$ cat src/lpm_pkg.sv
// Package of constants and types for the low power mode controller
package lpm_pkg;

  localparam int unsigned CLK_MHZ         = 100;
  localparam int unsigned FREQ_W          = 16;
  // Frequencies in units of 100 kHz
  localparam logic [15:0] F_RANGE1_MAX    = 16'h0140;
  localparam logic [15:0] F_RANGE2_MAX    = 16'h00A0;
  localparam logic [15:0] F_RANGE3_MAX    = 16'h002A;
  localparam logic [15:0] F_R1_WS_LIMIT   = 16'h00A0;
  localparam logic [15:0] F_R2_WS_LIMIT   = 16'h0050;
  // Wake times, ns and CPU cycles
  localparam int unsigned T_STANDBY_NS    = 60000;
  localparam int unsigned T_STANDBY_TYP_NS = 65000;
  localparam int unsigned T_STOP_NS       = 5000;
  localparam int unsigned T_LPRUN_NS      = 3000;
  localparam int unsigned T_STEP_NS       = 5000;
  localparam int unsigned SLEEP_CYC       = 6;
  localparam int unsigned LPSLEEP_CYC     = 7;
  localparam int unsigned CNT_W           = 13;
  // Longest times round down, shortest round up
  localparam logic [12:0] STANDBY_CYC =
    13'((T_STANDBY_NS * CLK_MHZ) / 1000);
  localparam logic [12:0] STOP_CYC    = 13'((T_STOP_NS * CLK_MHZ) / 1000);
  localparam logic [12:0] LPRUN_CYC   = 13'((T_LPRUN_NS * CLK_MHZ) / 1000);
  localparam logic [12:0] STEP_CYC    =
    13'((T_STEP_NS * CLK_MHZ + 999) / 1000);
  localparam logic [12:0] SLEEP_CNT   = 13'(SLEEP_CYC);
  localparam logic [12:0] LPSLEEP_CNT = 13'(LPSLEEP_CYC);

  typedef enum logic [2:0] {
    MODE_RUN     = 3'h0,
    MODE_SLEEP   = 3'h1,
    MODE_LPRUN   = 3'h2,
    MODE_LPSLEEP = 3'h3,
    MODE_STOP    = 3'h4,
    MODE_STANDBY = 3'h5
  } lpm_mode_t;

  typedef enum logic [1:0] {
    RANGE_1 = 2'h1,
    RANGE_2 = 2'h2,
    RANGE_3 = 2'h3
  } lpm_range_t;

  typedef enum logic [1:0] {
    ST_ACTIVE = 2'h0,
    ST_LOW    = 2'h1,
    ST_WAKE   = 2'h2
  } lpm_state_t;

  // Requester indices for the fast oscillator
  localparam int unsigned N_REQ     = 3;
  localparam int unsigned REQ_SER   = 0;
  localparam int unsigned REQ_LPSER = 1;
  localparam int unsigned REQ_TWB   = 2;

endpackage : lpm_pkg

$ cat src/lpm_osc_if.sv
// Interface carrying fast oscillator requests and grants
`timescale 1ns/1ns
`default_nettype none
interface lpm_osc_if;
  logic [2:0] req;      // Per-peripheral oscillator request
  logic       in_stop;  // Device is in Stop
  logic       osc_on;   // Fast oscillator enabled
  logic [2:0] gate;     // Per-peripheral clock gate
  modport ctrl (output in_stop, input osc_on, input gate, output req);
  modport arb  (input req, input in_stop, output osc_on, output gate);
endinterface : lpm_osc_if
`default_nettype wire

$ cat src/lpm_osc_arb.sv
// Fast internal oscillator arbiter for Stop mode requests
`timescale 1ns/1ns
`default_nettype none
module lpm_osc_arb (
  input  wire logic core_clk_i,
  input  wire logic reset_n_i,
  input  wire logic run_en_i,
  lpm_osc_if.arb    osc
);
  typedef struct packed {
    logic       on;
    logic [2:0] gate;
  } lpm_arb_t;
  lpm_arb_t s_q;
  lpm_arb_t s_d;

  // In Stop feed only requesters; off when none remain
  always_comb begin
    s_d = s_q;
    if (osc.in_stop) begin
      s_d.on   = |osc.req;
      s_d.gate = osc.req;
    end else begin
      s_d.on   = run_en_i;
      s_d.gate = {3{run_en_i}};
    end
  end

  always_ff @(posedge core_clk_i or negedge reset_n_i) begin
    if (!reset_n_i) begin
      s_q <= '0;
    end else begin
      s_q <= s_d;
    end
  end

  assign osc.osc_on = s_q.on;
  assign osc.gate   = s_q.gate;

  property p_osc_off_idle;
    @(posedge core_clk_i) disable iff (!reset_n_i)
      (osc.in_stop && osc.req == 3'h0) |=> !osc.osc_on;
  endproperty
  a_osc_off_idle: assert property (p_osc_off_idle)
    else $error("fast osc on with no request in Stop");

  property p_gate_only_req;
    @(posedge core_clk_i) disable iff (!reset_n_i)
      osc.in_stop ##1 osc.in_stop |-> osc.gate == $past(osc.req);
  endproperty
  a_gate_only_req: assert property (p_gate_only_req)
    else $error("clock gated to a non-requester");
endmodule : lpm_osc_arb
`default_nettype wire

$ cat src/lpm_freq_chk.sv
// Frequency and wait state limits per voltage range
`timescale 1ns/1ns
`default_nettype none
module lpm_freq_chk (
  input  wire logic                   core_clk_i,
  input  wire logic                   reset_n_i,
  input  wire lpm_pkg::lpm_range_t    range_i,
  input  wire logic [15:0]            freq_i,
  output logic                        freq_ok_o,
  output logic                        wait_state_o
);
  typedef struct packed {
    logic ok;
    logic ws;
  } lpm_fc_t;
  lpm_fc_t s_q;
  lpm_fc_t s_d;

  // Limit check and flash wait state per range
  always_comb begin
    s_d = s_q;
    case (range_i)
      lpm_pkg::RANGE_1: begin
        s_d.ok = freq_i <= lpm_pkg::F_RANGE1_MAX;
        s_d.ws = freq_i >  lpm_pkg::F_R1_WS_LIMIT;
      end
      lpm_pkg::RANGE_2: begin
        s_d.ok = freq_i <= lpm_pkg::F_RANGE2_MAX;
        s_d.ws = freq_i >  lpm_pkg::F_R2_WS_LIMIT;
      end
      lpm_pkg::RANGE_3: begin
        s_d.ok = freq_i <= lpm_pkg::F_RANGE3_MAX;
        s_d.ws = 1'b0;
      end
      default: begin
        s_d.ok = 1'b0;
        s_d.ws = 1'b1;
      end
    endcase
  end

  always_ff @(posedge core_clk_i or negedge reset_n_i) begin
    if (!reset_n_i) begin
      s_q <= '0;
    end else begin
      s_q <= s_d;
    end
  end

  assign freq_ok_o    = s_q.ok;
  assign wait_state_o = s_q.ws;

  property p_r3_no_ws;
    @(posedge core_clk_i) disable iff (!reset_n_i)
      range_i == lpm_pkg::RANGE_3 |=> !wait_state_o;
  endproperty
  a_r3_no_ws: assert property (p_r3_no_ws)
    else $error("wait state in range 3");

  property p_r1_ws;
    @(posedge core_clk_i) disable iff (!reset_n_i)
      (range_i == lpm_pkg::RANGE_1 && freq_i > lpm_pkg::F_R1_WS_LIMIT)
      |=> wait_state_o;
  endproperty
  a_r1_ws: assert property (p_r1_ws)
    else $error("missing wait state above 16 MHz");
endmodule : lpm_freq_chk
`default_nettype wire

$ cat src/lpm_ctrl.sv
// Low power mode sequencer top
`timescale 1ns/1ns
`default_nettype none
module lpm_ctrl (
  input  wire logic                core_clk_i,
  input  wire logic                reset_n_i,
  input  wire lpm_pkg::lpm_mode_t  mode_req_i,
  input  wire logic                enter_i,
  input  wire logic                fast_osc_run_i,
  input  wire logic                event_line_i,
  input  wire logic                ext_reset_pin_n_i,
  input  wire logic [2:0]          standby_wake_pin_i,
  input  wire logic                ser_start_i,
  input  wire logic                lpser_start_i,
  input  wire logic                lpser_addr_i,
  input  wire logic                ser_addr_i,
  input  wire logic                twb_rx_i,
  input  wire logic                twb_match_i,
  input  wire logic                rtc_en_i,
  input  wire logic                wdog_en_i,
  input  wire lpm_pkg::lpm_range_t range_i,
  input  wire logic [15:0]         freq_i,
  input  wire logic                low_supply_i,
  input  wire logic                freq_step_i,
  output lpm_pkg::lpm_mode_t       mode_o,
  output logic                     core_reg_on_o,
  output logic                     core_reset_n_o,
  output logic                     pll_on_o,
  output logic                     multispeed_osc_on_o,
  output logic                     internal_fast_osc_on_o,
  output logic                     external_fast_osc_on_o,
  output logic                     internal_slow_osc_on_o,
  output logic                     external_slow_crystal_on_o,
  output logic [2:0]               periph_clk_gate_o,
  output logic                     ser_wake_irq_o,
  output logic                     lpser_wake_irq_o,
  output logic                     twb_wake_irq_o,
  output logic                     wake_o,
  output logic                     standby_flag_o,
  output logic                     freq_ok_o,
  output logic                     wait_state_o,
  output logic                     step_ready_o
);
  typedef struct packed {
    lpm_pkg::lpm_state_t st;
    lpm_pkg::lpm_mode_t  mode;
    logic [12:0]         cnt;
    logic [12:0]         step_cnt;
    logic [12:0]         age;
    logic                reg_on;
    logic                core_rst_n;
    logic                fast_osc;
    logic [2:0]          wake_q;
    logic                ser_irq;
    logic                lpser_irq;
    logic                twb_irq;
    logic                wake;
    logic                sb_flag;
  } lpm_top_t;
  lpm_top_t s_q;
  lpm_top_t s_d;

  lpm_osc_if osc ();
  logic        wake_src;
  logic        sb_src;
  logic [12:0] wake_len;

  // Fast oscillator arbitration and range checks
  lpm_osc_arb u_arb (
    .core_clk_i (core_clk_i),
    .reset_n_i  (reset_n_i),
    .run_en_i   (s_q.fast_osc),
    .osc        (osc.arb)
  );

  lpm_freq_chk u_fchk (
    .core_clk_i   (core_clk_i),
    .reset_n_i    (reset_n_i),
    .range_i      (range_i),
    .freq_i       (freq_i),
    .freq_ok_o    (freq_ok_o),
    .wait_state_o (wait_state_o)
  );

  // Requests: receivers needing the fast osc and the two-wire bus
  assign osc.in_stop = (s_q.mode == lpm_pkg::MODE_STOP) &&
                       (s_q.st == lpm_pkg::ST_LOW);
  assign osc.req[lpm_pkg::REQ_SER]   = ser_start_i | ser_addr_i;
  assign osc.req[lpm_pkg::REQ_LPSER] = 1'b0;  // Runs on slow crystal
  assign osc.req[lpm_pkg::REQ_TWB]   = twb_rx_i;

  // Wake sources per mode
  assign sb_src = !ext_reset_pin_n_i |
                  |(standby_wake_pin_i & ~s_q.wake_q);
  assign wake_src = (s_q.mode == lpm_pkg::MODE_STANDBY) ? sb_src :
                    (event_line_i | ser_start_i | lpser_start_i |
                     lpser_addr_i | ser_addr_i | twb_match_i);

  // Wake latency per mode
  always_comb begin
    case (s_q.mode)
      lpm_pkg::MODE_SLEEP:   wake_len = lpm_pkg::SLEEP_CNT;
      lpm_pkg::MODE_LPRUN:   wake_len = lpm_pkg::LPRUN_CYC;
      lpm_pkg::MODE_LPSLEEP: wake_len = lpm_pkg::LPSLEEP_CNT;
      lpm_pkg::MODE_STOP:    wake_len = lpm_pkg::STOP_CYC;
      lpm_pkg::MODE_STANDBY: wake_len = lpm_pkg::STANDBY_CYC;
      default:               wake_len = 13'h0001;
    endcase
  end

  // Sequencer next state
  always_comb begin
    s_d        = s_q;
    s_d.wake   = 1'b0;
    s_d.wake_q = standby_wake_pin_i;
    // Cycles spent waking, watched by the exit time checks
    s_d.age    = (s_q.st == lpm_pkg::ST_WAKE) ? s_q.age + 13'h0001 : 13'h0000;
    if (s_q.step_cnt != 13'h0000) begin
      s_d.step_cnt = s_q.step_cnt - 13'h0001;
    end
    if (freq_step_i && low_supply_i) begin
      s_d.step_cnt = lpm_pkg::STEP_CYC;
    end
    // Receiver and bus wake flags: set wins over clear
    if (s_q.st == lpm_pkg::ST_ACTIVE) begin
      s_d.ser_irq   = 1'b0;
      s_d.lpser_irq = 1'b0;
      s_d.twb_irq   = 1'b0;
    end
    if (osc.in_stop) begin
      if (ser_start_i || ser_addr_i)     s_d.ser_irq   = 1'b1;
      if (lpser_start_i || lpser_addr_i) s_d.lpser_irq = 1'b1;
      if (twb_match_i)                   s_d.twb_irq   = 1'b1;
    end
    case (s_q.st)
      lpm_pkg::ST_ACTIVE: begin
        s_d.core_rst_n = 1'b1;
        s_d.fast_osc   = fast_osc_run_i;
        if (enter_i) begin
          s_d.mode = mode_req_i;
          s_d.st   = (mode_req_i == lpm_pkg::MODE_RUN) ?
                     lpm_pkg::ST_ACTIVE : lpm_pkg::ST_LOW;
          if (mode_req_i == lpm_pkg::MODE_LPRUN ||
              mode_req_i == lpm_pkg::MODE_LPSLEEP ||
              mode_req_i == lpm_pkg::MODE_STOP) begin
            s_d.fast_osc = 1'b0;
          end
          if (mode_req_i == lpm_pkg::MODE_STANDBY) begin
            s_d.reg_on   = 1'b0;
            s_d.fast_osc = 1'b0;
            s_d.core_rst_n = 1'b0;  // Core state is lost
            s_d.sb_flag  = 1'b1;  // Kept in standby domain
          end
        end
      end
      lpm_pkg::ST_LOW: begin
        if (wake_src) begin
          s_d.st  = lpm_pkg::ST_WAKE;
          s_d.cnt = wake_len - 13'h0001;
        end
      end
      lpm_pkg::ST_WAKE: begin
        if (s_q.mode == lpm_pkg::MODE_STANDBY) begin
          s_d.reg_on = 1'b1;
        end
        if (s_q.cnt == 13'h0000) begin
          s_d.st   = lpm_pkg::ST_ACTIVE;
          s_d.mode = lpm_pkg::MODE_RUN;
          s_d.wake = 1'b1;
          s_d.core_rst_n = 1'b1;  // Core restarts from reset
          if (s_q.mode == lpm_pkg::MODE_STANDBY) begin
            s_d.fast_osc = 1'b0;  // Core clocks back at reset
          end
        end else begin
          s_d.cnt = s_q.cnt - 13'h0001;
        end
      end
      default: s_d.st = lpm_pkg::ST_ACTIVE;
    endcase
  end

  always_ff @(posedge core_clk_i or negedge reset_n_i) begin
    if (!reset_n_i) begin
      s_q            <= '0;
      s_q.st         <= lpm_pkg::ST_ACTIVE;
      s_q.mode       <= lpm_pkg::MODE_RUN;
      s_q.reg_on     <= 1'b1;
      s_q.core_rst_n <= 1'b1;
    end else begin
      s_q <= s_d;
    end
  end

  // Oscillator and power outputs
  logic core_off;
  assign core_off = (s_q.mode == lpm_pkg::MODE_STANDBY) ||
                    (s_q.mode == lpm_pkg::MODE_STOP &&
                     s_q.st == lpm_pkg::ST_LOW);
  assign mode_o                 = s_q.mode;
  assign core_reg_on_o          = s_q.reg_on;
  assign core_reset_n_o         = s_q.core_rst_n;
  assign pll_on_o               = !core_off;
  assign multispeed_osc_on_o    = !core_off;
  assign external_fast_osc_on_o = !core_off &&
                                  s_q.mode != lpm_pkg::MODE_LPRUN;
  assign internal_fast_osc_on_o = osc.osc_on;
  // Slow clocks follow RTC and watchdog enables only
  assign internal_slow_osc_on_o     = wdog_en_i;  // Off unless used
  assign external_slow_crystal_on_o = rtc_en_i;
  assign periph_clk_gate_o  = osc.gate;
  assign ser_wake_irq_o     = s_q.ser_irq;
  assign lpser_wake_irq_o   = s_q.lpser_irq;
  assign twb_wake_irq_o     = s_q.twb_irq;
  assign wake_o             = s_q.wake;
  assign standby_flag_o     = s_q.sb_flag;
  assign step_ready_o       = (s_q.step_cnt == 13'h0000);

  property p_standby_off;
    @(posedge core_clk_i) disable iff (!reset_n_i)
      (enter_i && s_q.st == lpm_pkg::ST_ACTIVE &&
       mode_req_i == lpm_pkg::MODE_STANDBY)
      |=> !core_reg_on_o && !pll_on_o && !multispeed_osc_on_o;
  endproperty
  a_standby_off: assert property (p_standby_off)
    else $error("standby entry left power or osc on");

  property p_sb_wake_start;
    @(posedge core_clk_i) disable iff (!reset_n_i)
      (s_q.st == lpm_pkg::ST_LOW && s_q.mode == lpm_pkg::MODE_STANDBY &&
       !ext_reset_pin_n_i) |=> s_q.st == lpm_pkg::ST_WAKE;
  endproperty
  a_sb_wake_start: assert property (p_sb_wake_start)
    else $error("standby exit not started by reset pin");

  // Long waits are bounded through the wake age counter
  property p_sb_wake_time;
    @(posedge core_clk_i) disable iff (!reset_n_i)
      (s_q.st == lpm_pkg::ST_WAKE && s_q.mode == lpm_pkg::MODE_STANDBY)
      |-> s_q.age < lpm_pkg::STANDBY_CYC;
  endproperty
  a_sb_wake_time: assert property (p_sb_wake_time)
    else $error("standby exit too late");

  property p_stop_wake;
    @(posedge core_clk_i) disable iff (!reset_n_i)
      (wake_o && $past(s_q.mode) == lpm_pkg::MODE_STOP)
      |-> s_q.age == lpm_pkg::STOP_CYC;
  endproperty
  a_stop_wake: assert property (p_stop_wake)
    else $error("stop wake not at 5 us");

  property p_sleep_wake;
    @(posedge core_clk_i) disable iff (!reset_n_i)
      (s_q.st == lpm_pkg::ST_LOW && s_q.mode == lpm_pkg::MODE_SLEEP &&
       event_line_i) |-> ##7 wake_o;
  endproperty
  a_sleep_wake: assert property (p_sleep_wake)
    else $error("sleep wake not at 6 cycles");

  property p_lp_no_fast;
    @(posedge core_clk_i) disable iff (!reset_n_i)
      (s_q.mode == lpm_pkg::MODE_LPRUN ||
       s_q.mode == lpm_pkg::MODE_LPSLEEP) ##1
      (s_q.mode == lpm_pkg::MODE_LPRUN ||
       s_q.mode == lpm_pkg::MODE_LPSLEEP) |-> !internal_fast_osc_on_o;
  endproperty
  a_lp_no_fast: assert property (p_lp_no_fast)
    else $error("fast osc on in low-power run or sleep");

  property p_ser_irq;
    @(posedge core_clk_i) disable iff (!reset_n_i)
      (osc.in_stop && ser_start_i) |=> ser_wake_irq_o;
  endproperty
  a_ser_irq: assert property (p_ser_irq)
    else $error("no wake interrupt on start bit");

  property p_twb_irq;
    @(posedge core_clk_i) disable iff (!reset_n_i)
      (osc.in_stop && twb_match_i) |=> twb_wake_irq_o;
  endproperty
  a_twb_irq: assert property (p_twb_irq)
    else $error("no wake interrupt on address match");

  property p_slow_kept;
    @(posedge core_clk_i) disable iff (!reset_n_i)
      rtc_en_i |-> external_slow_crystal_on_o;
  endproperty
  a_slow_kept: assert property (p_slow_kept)
    else $error("rtc clock stopped by low power mode");

  property p_step_gap;
    @(posedge core_clk_i) disable iff (!reset_n_i)
      (freq_step_i && low_supply_i) |=> !step_ready_o [*8];
  endproperty
  a_step_gap: assert property (p_step_gap)
    else $error("step ready too early");

  property p_sb_reset;
    @(posedge core_clk_i) disable iff (!reset_n_i)
      (s_q.mode == lpm_pkg::MODE_STANDBY && wake_o == 1'b0 &&
       s_q.st == lpm_pkg::ST_LOW) |-> !core_reset_n_o && standby_flag_o;
  endproperty
  a_sb_reset: assert property (p_sb_reset)
    else $error("core not held in reset in standby");

  c_standby: cover property (@(posedge core_clk_i)
    s_q.mode == lpm_pkg::MODE_STANDBY ##1 wake_o);
  c_stop: cover property (@(posedge core_clk_i)
    osc.in_stop && twb_rx_i ##1 internal_fast_osc_on_o);
  c_sleep: cover property (@(posedge core_clk_i)
    s_q.mode == lpm_pkg::MODE_SLEEP ##1 wake_o);
endmodule : lpm_ctrl
`default_nettype wire

$ cat config.mk
export PLATFORM = sky130hd
export DESIGN_NAME = lpm_ctrl
export DESIGN_NICKNAME = d
export VERILOG_FILES = /design/src/lpm_pkg.sv /design/src/lpm_osc_if.sv /design/src/lpm_osc_arb.sv /design/src/lpm_freq_chk.sv /design/src/lpm_ctrl.sv
export SDC_FILE = /design/constraint.sdc
export NUM_CORES = 1
export LEC_CHECK = 0
export BUFFER_PORTS_ARGS = -buffer_cell sky130_fd_sc_hd__clkbuf_2
export CAP_MARGIN = 20
export CORE_MARGIN = 5
export CORE_UTILIZATION = 50
export DETAILED_ROUTE_END_ITERATION = 10
export PLACE_DENSITY = 0.83
export RECOVER_POWER = 50
export REMOVE_ABC_BUFFERS = 1
export SYNTH_ARGS = -nofsm -noshare
export SYNTH_HDL_FRONTEND = slang
export SYNTH_SLANG_ARGS = --single-unit
$ cat constraint.sdc
create_clock -name core_clk_i -period 4.1 [get_ports core_clk_i]
set_input_delay 1.23 -clock core_clk_i [delete_from_list [all_inputs] [get_ports core_clk_i]]
set_output_delay 1.23 -clock core_clk_i [all_outputs]
set_load 0.03 [all_outputs]
==> results.md <==
- Outcome: complete, but fails checks
- Failing checks: max-capacitance violations, max-slew violations
- Crit Path Class: reg -> out
- Yosys reg bits: 48
- Final design utilization: roughly 60%
- Post-Synth XOR/XNOR Area: 4.542%
- Data required, critical path: 2870 ps
- WL/cell: between 15 and 20 microns
- Final Hold Viols: 0
- CTS Buffer Depth: 2
- Total Power: ~0.0025 W
- R2R Path Start: mode_o[1]
- Diode count: 0
- Final cell count without fillers: 439
- Slew margin rel.: -8.377%
- # hold bufs at CTS: 0
- Max-Cap Viols: 1
- Fin crit period: between 3000 and 4000 ps
- Synth Cell Area: a little under 3000 sq um
- R2r setup slk: roughly 1100 ps
- Ys flop type: dfrtp_1
- Period utilization: 86.01%
- Share of cells above drive strength 1: between 20% and 30%
- ANT nets after route: 0
- Port bufs: 57
- Cells after DPL: about 430
- Met3 Use GR: roughly 4.4%
- CTS tree: yes
- DIE AREA: around 7400 sq um
- Main combinational cell family by area after synthesis: simple AND/OR/NAND/NOR gates
- Die Span X: 86.06 microns
- Post-cts gate resize count: 0
- DRC: 0
- Multiplexer share of the synthesized area: 1.817%
- R2r worst-path depth: 12
- Total Neg Setup Slack: 0 ps
- Slew Limit Fails: 31
- Hpwl dp: approximately 4900 microns
- Reg clk slew, reported paths: about 100 ps
- Iteration-0 DRC count of the detailed router: 154
- Crit-path max FO: 5
- Total core area: approximately 5600 sq um
- Cell Pwr Density: 761.9 nW/um^2
- Hold depth: 2
- Post-CTS Setup Inserts: 0
- Cts bufs inserted: 5
- Routability cong.: 0.8692
- Most Crowded Layer GR: met2
- M2 GR Usage: a little under a third
- Arrival @ worst endpoint: 2300 ps
- Largest net degree at the start of global routing: 31
- F_max: roughly 280 MHz
- Synth Warn #: 0
- Post-synth cell types: between 60 and 70
- Synth top area share: between 30% and 40%
- Post-synth ARST share: 100.0%
- Vias: about 2500
- Layout Nets: approximately 410
- Syn-to-layout area delta: 13.71%
- Die height: 86.06 microns
- Cell count after synthesis: between 300 and 400
- Area contributors post-synth: dfrtp_1, nand2_1, nor2_1
- DR pass1 iterations: 4
- H-tree depth: 2
- Met1 usage: 25.24%
- Clock skew: roughly 12 ps
- CP Capture Type: output pin
- Final setup viols: 0
- GRT Residual Overflow: 0
- Post-synth top area cell: dfrtp_1
- Initial Utilization: between 50% and 60%
- First-pass GRT wire length: approximately 11000 microns
- Reg-to-Reg End: s_q[49]
- Crit path launch: s_q[29]
- Crit path launch type: flip-flop
- Adder-Cell Fraction of Synth Area: roughly 2.2%
- Post-synthesis simple-gate area fraction: roughly a quarter
- Register area share after synthesis: 41.61%
- Vias in the first global route: around 2500
- Worst hold slack: ~470 ps
- EDFF count, synth: 0
- Hold EP: core_reset_n_o
- Root Buffer: clkbuf_8
- Synth Area in Compound Gates: roughly a fifth
- WL final: 6654 microns
- Leakage Power: ~1.5 nW
- Vias/cell: slightly below 6
- All-Layer GR Usage: about a fifth
- Sink Count: 48
- Initial antenna violation count: 0
- Worst VDD drop: ~480 uV
- Worst Hold Launch: core_reset_n_o
- RSZ-0062 raised after global routing: false
- Hold Crit Class: reg -> reg
- Rows: 27
- Measured slew at the worst slew-check pin: 1626 ps
- Worst-Skew Late Latency: about 310 ps
- # IOs: 62
- Syn Area/Cell: 9.097 sq um
cells by family (layout without fill, tap and decap cells):
| kind of cell | count (synthesis) | in the layout |
|---|---|---|
| buf+inv | 30 | 79 |
| compound gates | 79 | 79 |
| xor+xnor | 15 | 15 |
| flops | 48 | 48 |
| simple gates | 136 | 136 |
| fa+ha+maj | 5 | 5 |
| mux | 5 | 5 |
Yosys cell counts, drive strengths merged, types with 3 or more instances:
| library cell | count |
|---|---|
| nand2b | 8 |
| xor2 | 6 |
| nor4 | 4 |
| o211ai | 3 |
| mux2i | 3 |
| xnor2 | 9 |
| nor2 | 33 |
| or4 | 7 |
| o21a | 4 |
| nor3 | 14 |
| a21oi | 12 |
| or2 | 3 |
| nor3b | 5 |
| ha | 5 |
| o21ai | 28 |
| buf | 16 |
| a2bb2oi | 4 |
| nand3 | 9 |
| inv | 12 |
| nand2 | 33 |
| dfrtp | 46 |
| or3 | 5 |
| a21o | 3 |
| nor2b | 5 |
report_power, final:
part / internal (W) / switching, W / total [W]
registers: 0.000626 / 0.000171 / 0.000797
clock network: 0.000246 / 0.000168 / 0.000413
logic: 0.000487 / 0.000809 / 0.00130
total: 0.00136 / 0.00115 / 0.00251
metal layers:
| layer | vias to the layer above | routed length [microns] |
|---|---|---|
| met4 | 0 | 76 |
| li1 | 1231 | - |
| met1 | 1230 | 2929 |
| met5 | - | 0 |
| met3 | 7 | 339 |
| met2 | 72 | 3308 |
registers in the layout, summed over array words and instances, names as in the netlist:
| name | flops |
|---|---|
| ser_wake_irq_o | 1 |
| mode_o | 3 |
| twb_wake_irq_o | 1 |
| u_arb.osc.osc_on | 1 |
| u_fchk.freq_ok_o | 1 |
| core_reg_on_o | 1 |
| lpser_wake_irq_o | 1 |
| u_arb.osc.gate | 3 |
| u_fchk.wait_state_o | 1 |
| s_q | 32 |
| standby_flag_o | 1 |
| core_reset_n_o | 1 |
| wake_o | 1 |
through the flow:
step / cell area, sq um / worst slack [ps]
global route: 3289 / 380.6
floorplan: 2779 / 1146
CTS: 3307 / 728.1
detailed placement: 3169 / 1080
finish: 3289 / 573.6
global placement: 3169 / 1133
critical path, stage by stage (launching register included):
cell	delay (ps)
dfrtp_1	420
or4_4	570
nor4_1	430
nand3_1	260
inv_1	100
clkbuf_2	200
layout make-up:
cell class	instances	area, sq um
fillers	476	2285
multi-input cells	240	1520
flip-flops and latches	48	1204
repair buffers	59	292.8
well taps	72	90.09
clock buffers	5	68.82
clock inverters	3	68.82
inverters	12	45.04
worst max path at each step:
stage	depth (start not counted)	end
finish	5	step_ready_o
global route	5	step_ready_o
CTS	5	step_ready_o
detailed placement	5	step_ready_o
global placement	5	step_ready_o
floorplan	2	multispeed_osc_on_o
cells in the final DEF, fill, tap and decap left out, types with 3 or more instances in the layout:
master and n:
nor2b_1 5, o21ai_0 22, a21o_1 3, mux2i_1 3, xnor2_1 9, dfrtp_1 46, o21a_1 4, a2bb2oi_1 4
or2_2 3, nor4_1 3, a21oi_1 12, nor3_1 13, nor2_1 33, clkbuf_8 5, nand2b_1 8, clkbuf_1 4
nand2_1 33, o21ai_1 4, nand3_1 9, or3_1 5, o211ai_1 3, clkbuf_2 54, xor2_1 6, ha_1 5
or4_1 4, inv_1 11, nor3b_1 3, or4_4 3
Power figures use the tool's default switching activity.
